### config.mk
export PLATFORM = sky130hd
export DESIGN_NAME = dtm_sequencer
export DESIGN_NICKNAME = d
export VERILOG_FILES = /design/src/rtl/dtm_pkg.sv /design/src/rtl/dtm_sequencer.sv
export SDC_FILE = /design/constraint.sdc
export NUM_CORES = 1
export LEC_CHECK = 0
export ABC_AREA = 0
export ABC_CLOCK_PERIOD_IN_PS = 5850
export BUFFER_PORTS_ARGS = -buffer_cell sky130_fd_sc_hd__buf_2
export CORE_ASPECT_RATIO = 2
export CORE_MARGIN = 1
export CORE_UTILIZATION = 54
export DETAILED_ROUTE_END_ITERATION = 16
export GPL_ROUTABILITY_DRIVEN = 0
export PLACE_DENSITY = 0.81
export SYNTH_ARGS = -nofsm -noshare
export SYNTH_HDL_FRONTEND = slang
export SYNTH_SLANG_ARGS = --single-unit
### constraint.sdc
create_clock -name clk -period 5.85 [get_ports clk]
set_input_delay 0.2925 -clock clk [delete_from_list [all_inputs] [get_ports clk]]
set_output_delay 0.2925 -clock clk [all_outputs]
set_load 0.01 [all_outputs]
### src/rtl/dtm_pkg.sv
// package for the transfer-mode decode and cycle sequencer
package dtm_pkg;
  localparam int unsigned MODE_W = 3;
  localparam int unsigned COUNT_W = 10;
  localparam int unsigned MODE_LSB = 0;
  localparam int unsigned COUNT_LSB = 4;
  localparam int unsigned CTRL_W = 14;
  localparam logic [MODE_W-1:0] MODE_STOP = 3'h0;
  localparam logic [MODE_W-1:0] MODE_BASIC = 3'h1;
  localparam logic [MODE_W-1:0] MODE_AUTO = 3'h2;
  localparam logic [MODE_W-1:0] MODE_PINGPONG = 3'h3;
  localparam logic [MODE_W-1:0] MODE_MEM_SG = 3'h4;
  localparam logic [MODE_W-1:0] MODE_MEM_SG_ALT = 3'h5;
  localparam logic [MODE_W-1:0] MODE_PER_SG = 3'h6;
  localparam logic [MODE_W-1:0] MODE_PER_SG_ALT = 3'h7;

  // control word fields as read from system memory
  typedef struct packed {
    logic [COUNT_W-1:0] item_count_minus_one;
    logic [MODE_W-1:0] cycle_mode_field;
  } dtm_ctrl_s;

  // one item move handed to the datapath
  typedef struct packed {
    logic alt;
    logic [COUNT_W-1:0] remaining;
  } dtm_item_s;

  typedef enum logic [2:0] {
    ST_IDLE,
    ST_FETCH,
    ST_WAIT_REQ,
    ST_MOVE,
    ST_WRITEBACK
  } dtm_state_e;
endpackage

### src/rtl/dtm_sequencer.sv
// transfer-mode decode and cycle sequencing for one channel
//
// Contract
// mode comes from a 3-bit field; zero means stopped or invalid
// host clears the mode field before enabling the channel
// basic mode needs a new request before every item arbitration
// auto-request: one request moves the whole programmed count
// ping-pong runs primary then alternate structure, alternating
// ping-pong continues until invalid structure or mode set basic/auto
// host refreshes a finished structure before the device returns to it
// memory scatter-gather: 0x4 primary only, 0x5 alternate only
// peripheral scatter-gather: 0x6 primary only, 0x7 alternate only
// item count field holds items minus one, zero meaning one item
//
// ****************************************
// overview
// ****************************************
// one channel, one item in flight at a time
// idle -> fetch structure -> wait request -> move item -> ... -> write back
// mode is relatched on every fetch, so a host rewrite of the mode
// takes effect at the next structure read, never inside a cycle
// basic mode re-arbitrates on each item and needs req each time
// every mode other than basic (auto, ping-pong, scatter-gather) needs req for the first item of a structure only
// ping-pong flips between primary and alternate after each write back
// every run starts from the primary structure, unless the last one was disabled while waiting for a request
// refused structures (stop code, misplaced sg code) end the run at once
// limitation: item_ack must not come before item_go; no timeout is kept
// trade-off: writeback_word is a constant stop word, so a finished
// structure never reruns even if the host forgets to refresh it
module dtm_sequencer
  import dtm_pkg::*;
#(
  parameter int unsigned ITEM_COUNT_BITS = COUNT_W,
  parameter int unsigned MODE_BITS = MODE_W
)
(
  input wire logic clk,
  input wire logic rst,
  input wire logic enable,
  input wire logic req,
  input wire logic ctrl_valid,
  input wire dtm_ctrl_s ctrl_word,
  input wire logic item_ack,
  output logic ctrl_fetch,
  output logic ctrl_sel_alt,
  output logic item_go,
  output dtm_item_s item,
  output logic writeback,
  output dtm_ctrl_s writeback_word,
  output logic cycle_done,
  output logic stopped,
  output logic sg_misplaced
);

  // ****************************************
  // state and decode
  // ****************************************
  dtm_state_e state;
  logic [MODE_W-1:0] mode;
  logic [COUNT_W-1:0] remaining;
  logic use_alt;
  logic started;

  // ****************************************
  // elaboration checks
  // ****************************************
  // the control word layout is fixed by the package struct
  if (ITEM_COUNT_BITS != COUNT_W) begin : g_bad_count
    $error("item count width must match the control word");
  end
  if (MODE_BITS != MODE_W) begin : g_bad_mode
    $error("mode field width must match the control word");
  end

  // ****************************************
  // decode
  // ****************************************
  wire [MODE_W-1:0] fetched_mode = ctrl_word.cycle_mode_field;
  wire fetched_stop = (fetched_mode == MODE_STOP);
  wire is_basic = (mode == MODE_BASIC);
  wire is_auto = (mode == MODE_AUTO);
  wire is_pp = (mode == MODE_PINGPONG);
  // alt-only codes in primary or primary-only codes in alternate
  wire primary_only_code = (fetched_mode == MODE_MEM_SG) || (fetched_mode == MODE_PER_SG);
  wire alt_only_code = (fetched_mode == MODE_MEM_SG_ALT) || (fetched_mode == MODE_PER_SG_ALT);
  wire misplaced = (primary_only_code && use_alt) || (alt_only_code && !use_alt);
  // basic needs a request every item, auto only the first one
  wire req_ok = is_basic ? req : (started ? 1'b1 : req);
  wire last_item = (remaining == '0);
  wire next_use_alt = is_pp ? !use_alt : use_alt;

  // ****************************************
  // sequencer
  // ****************************************
  always_ff @(posedge clk) begin
    if (rst) begin
      state <= ST_IDLE;
      mode <= MODE_STOP;
      remaining <= '0;
      use_alt <= 1'b0;
      started <= 1'b0;
      ctrl_fetch <= 1'b0;
      item_go <= 1'b0;
      writeback <= 1'b0;
      cycle_done <= 1'b0;
      stopped <= 1'b1;
      sg_misplaced <= 1'b0;
    end else begin
      ctrl_fetch <= 1'b0;
      item_go <= 1'b0;
      writeback <= 1'b0;
      cycle_done <= 1'b0;
      sg_misplaced <= 1'b0;
      unique case (state)
        ST_IDLE: begin
          if (enable && req) begin
            ctrl_fetch <= 1'b1;
            stopped <= 1'b0;
            state <= ST_FETCH;
          end
        end
        ST_FETCH: begin
          if (ctrl_valid) begin
            mode <= fetched_mode;
            remaining <= ctrl_word.item_count_minus_one;
            started <= 1'b0;
            sg_misplaced <= misplaced;
            if (fetched_stop || misplaced || !enable) begin
              stopped <= 1'b1;
              use_alt <= 1'b0;
              state <= ST_IDLE;
            end else begin
              state <= ST_WAIT_REQ;
            end
          end
        end
        ST_WAIT_REQ: begin
          if (!enable) begin
            stopped <= 1'b1;
            state <= ST_IDLE;
          end else if (req_ok) begin
            item_go <= 1'b1;
            started <= 1'b1;
            state <= ST_MOVE;
          end
        end
        ST_MOVE: begin
          if (item_ack) begin
            if (last_item) begin
              writeback <= 1'b1;
              state <= ST_WRITEBACK;
            end else begin
              remaining <= remaining - 1'b1;
              state <= ST_WAIT_REQ;
            end
          end
        end
        ST_WRITEBACK: begin
          cycle_done <= 1'b1;
          use_alt <= next_use_alt;
          if (is_pp && enable) begin
            ctrl_fetch <= 1'b1;
            state <= ST_FETCH;
          end else begin
            // back to primary so the next run does not start on the alternate
            use_alt <= 1'b0;
            stopped <= 1'b1;
            state <= ST_IDLE;
          end
        end
        default: state <= ST_IDLE;
      endcase
    end
  end

  // ****************************************
  // outputs held in flops
  // ****************************************
  // structure select runs one step ahead at write back so the
  // fetch raised at that edge already points at the other structure
  always_ff @(posedge clk) begin
    if (rst) begin
      ctrl_sel_alt <= 1'b0;
    end else begin
      ctrl_sel_alt <= (state == ST_WRITEBACK) ? next_use_alt : use_alt;
    end
  end

  always_ff @(posedge clk) begin
    if (rst) begin
      item <= '0;
    end else begin
      item.alt <= use_alt;
      item.remaining <= remaining;
    end
  end

  // finished structure marked stopped so a stale one is never rerun
  always_ff @(posedge clk) begin
    if (rst) begin
      writeback_word <= '0;
    end else begin
      writeback_word.cycle_mode_field <= MODE_STOP;
      writeback_word.item_count_minus_one <= '0;
    end
  end

  wire unused_auto = is_auto;
endmodule

==> qor.csv <==
metric,value,unit
critPathCaptureType,register,
ys_ff_latch,36,
violations,DRC,
seq_area_frac_synth,0.379,
synth_cells,211,
synthAdderAreaFrac,0.0132,
setup_viol,0,
worstPathRequired,6.00,ns
min_delay_path_depth,3,
grt_start_max_net_pins,36,
cts_resized,0,
p_clk_frac,0.279,
syn2layout_area_growth,7.50,%
synth_top_area_frac,0.379,
io_pins,50,
finalWirelength,4.07,mm
grt_pass1_vias,1504,
synthTopCellsByArea,"dfxtp_1, buf_4, a21oi_1",
synth_simple_gate_area_share,0.228,
grt_pass1_wl,6.64,mm
p_seq_frac,0.455,
synth_top_family_by_area,simple AND/OR/NAND/NOR gates,
p_per_area,305,mW/mm2
fin_nets,260,
gr-total-overflow,0,
async_flop_share,0,
internal_power,0.412,mW
dr.pass1.iters,13,
num_antenna_cells,0,
relSlewSlack,0.558,
nFillCells,318,
routed-wl-met3,181,um
muxShareOfSynthArea,0.0105,
crit_fanout,7,
p_switching,0.212,mW
wl_met1,1.52,mm
drt_iter0_drc,86,
crit_path_start_kind,register,
drc,2,
cts_num_sinks,36,
hold_violations,0,
crit_slowest_cell,o21ai_1,
avgRoutedWirePerCell,15.0,um
cts_tree,built,
dr.max_layer_used,met4,
final_antenna_net_count,0,
maxSlewViolCount,0,
synth-compound-area-share,0.224,
die_area,0.00378,mm2
syn_avg_cell_area,9.01,um2
cts.reportedPaths.clkPinSlew,0.07,ns
path_cells,"inv_1, ha_1, or3b_2, o31a_2, o21ai_1, a211oi_1",
rows,30,
ys_warn_count,0,
grt_usage,0.232,
postCtsSetupRepairBufs,0,
p_leak,0.933,nW
reg2reg_depth,6,
max-cap-violations,0,
post-route-min-period,2.30,ns
syn_area,0.00190,mm2
peakVddDrop,0.211,mV
hold_buffers,0,
combPwrFrac,0.267,
cts_buffers,5,
fp.dieH,85.9,um
vias_per_cell,6.04,
drive_above_1_share,0.233,
clk_path_buf_depth,2,
synth_xor_area_frac,0.00922,
port-buffer-count,36,
synth-edff-count,0,
hold_class,primary input to register,
wl_met2,2.27,mm
root_buffer,clkbuf_8,
rsz0062_at_grt,false,
antenna_found_initial,0,
max_clock_freq,435,MHz
core_area,0.00338,mm2
ys.flop_type,dfxtp_1,
yosys.area.top_type,dfxtp_1,
h-tree-depth,2,
insertion_delay,0.29,ns
setup_tns,0,ns
detailed_place_hpwl,2.91,mm
fin_worst_skew,0.00760,ns
die_x,44.0,um
swShare,0.340,
path_class,register to register,
cp.arrival,2.45,ns
max_slew.worst_pin.slew,0.659,ns
initial_core_util,0.563,
cp.buffers_inverters,1,
fin_crit_sh,0.393,
fin_util,0.605,
cpPeakStageDelay,0.54,ns
path_delay_family,compound AO/OA/AOI/OAI gates,
num_vias,1644,
crit_cells,6,
status,"finished, violations left",
synthDistinctLibCells,56,
## final timing paths
path / from / endpoint / slack (ns)
setup reg to reg: remaining[0] / remaining[1] / 3.55
hold reg to reg: remaining[9] / item[9] / 0.48
setup / recovery: remaining[0] / remaining[1] / 3.55
hold / removal: ctrl_word[1] / mode[1] / 0.24
## synthesized netlist by cell type (5+ instances only)
library cell,number
or3_1,5
nor2b_1,9
a21oi_1,14
dfxtp_1,36
nand2b_1,9
nor2_1,10
nand2_1,10
inv_1,12
clkbuf_1,5
buf_4,14
o32ai_1,5
## flip-flops by register name (all words and copies together) (netlist names)
register,cells
state,3
use_alt,1
ctrl_sel_alt,1
started,1
mode,3
cycle_done,1
ctrl_fetch,1
item_go,1
stopped,1
sg_misplaced,1
item,11
remaining,10
writeback,1
## metal layers
| metal | GRT usage | vias up |
|---|---|---|
| met1 | 0.241 | 780 |
| met4 | 0.129 | 0 |
| met2 | 0.412 | 54 |
| met5 | 0 | - |
| met3 | 0.0484 | 10 |
| li1 | - | 800 |
## worst reg2reg max path, stage by stage, from the launching register on
cell	delay, ns
dfxtp_1	0.32
inv_1	0.13
ha_1	0.16
or3b_2	0.49
o31a_2	0.35
o21ai_1	0.54
a211oi_1	0.17
## cell type report
type                            count  area, um2  area share
Clock buffer                        5       68.8      0.0337
Clock inverter                      3       18.8     0.00919
Inverter                           12       45.0      0.0220
Multi-Input combinational cell    148        970       0.475
Sequential cell                    36        721       0.353
Tap cell                           32       40.0      0.0196
Timing Repair Buffer               36        180      0.0882
## layout by cell type, fill, tap and decap left out, drive strengths merged, types with 5 or more instances in the layout
cell / instances
nand2b: 9
clkbuf: 5
o32ai: 5
inv: 12
nor2: 10
a21oi: 14
buf: 36
dfxtp: 36
or3: 7
conb: 13
o21ai: 5
nor2b: 9
nand2: 10
## logic make-up (layout without fill, tap and decap cells)
group | count (synthesis) | count (layout)
adder cells (fa/ha/maj) | 2 | 2
AO/OA/AOI/OAI | 57 | 57
multiplexers | 2 | 2
flip-flops | 36 | 36
AND/OR/NAND/NOR | 72 | 72
buffers and inverters | 39 | 56
XOR/XNOR | 2 | 2
other | 1 | 13
## power groups by stage
stage	logic [mW]	clock network [mW]	registers [mW]
2_1_floorplan	0.153	0	0.279
3_3_place_gp	0.162	0	0.288
3_5_place_dp	0.164	0	0.289
4_1_cts	0.164	0.179	0.283
5_1_grt	0.183	0.188	0.286
6_report	0.166	0.174	0.284
## stage by stage
stage	power, mW	cell area (um2)	hold WS [ns]	worst slack [ns]	std cells
6_report	0.624	2040	0.243	3.55	272
5_1_grt	0.657	2040	0.251	3.35	272
4_1_cts	0.626	2040	0.240	3.57	272
3_5_place_dp	0.452	1960	0.467	3.59	264
3_3_place_gp	0.450	1960	0.454	3.66	264
2_1_floorplan	0.432	1950	0.410	3.95	223
No activity file was read; power rests on OpenSTA's default activity.
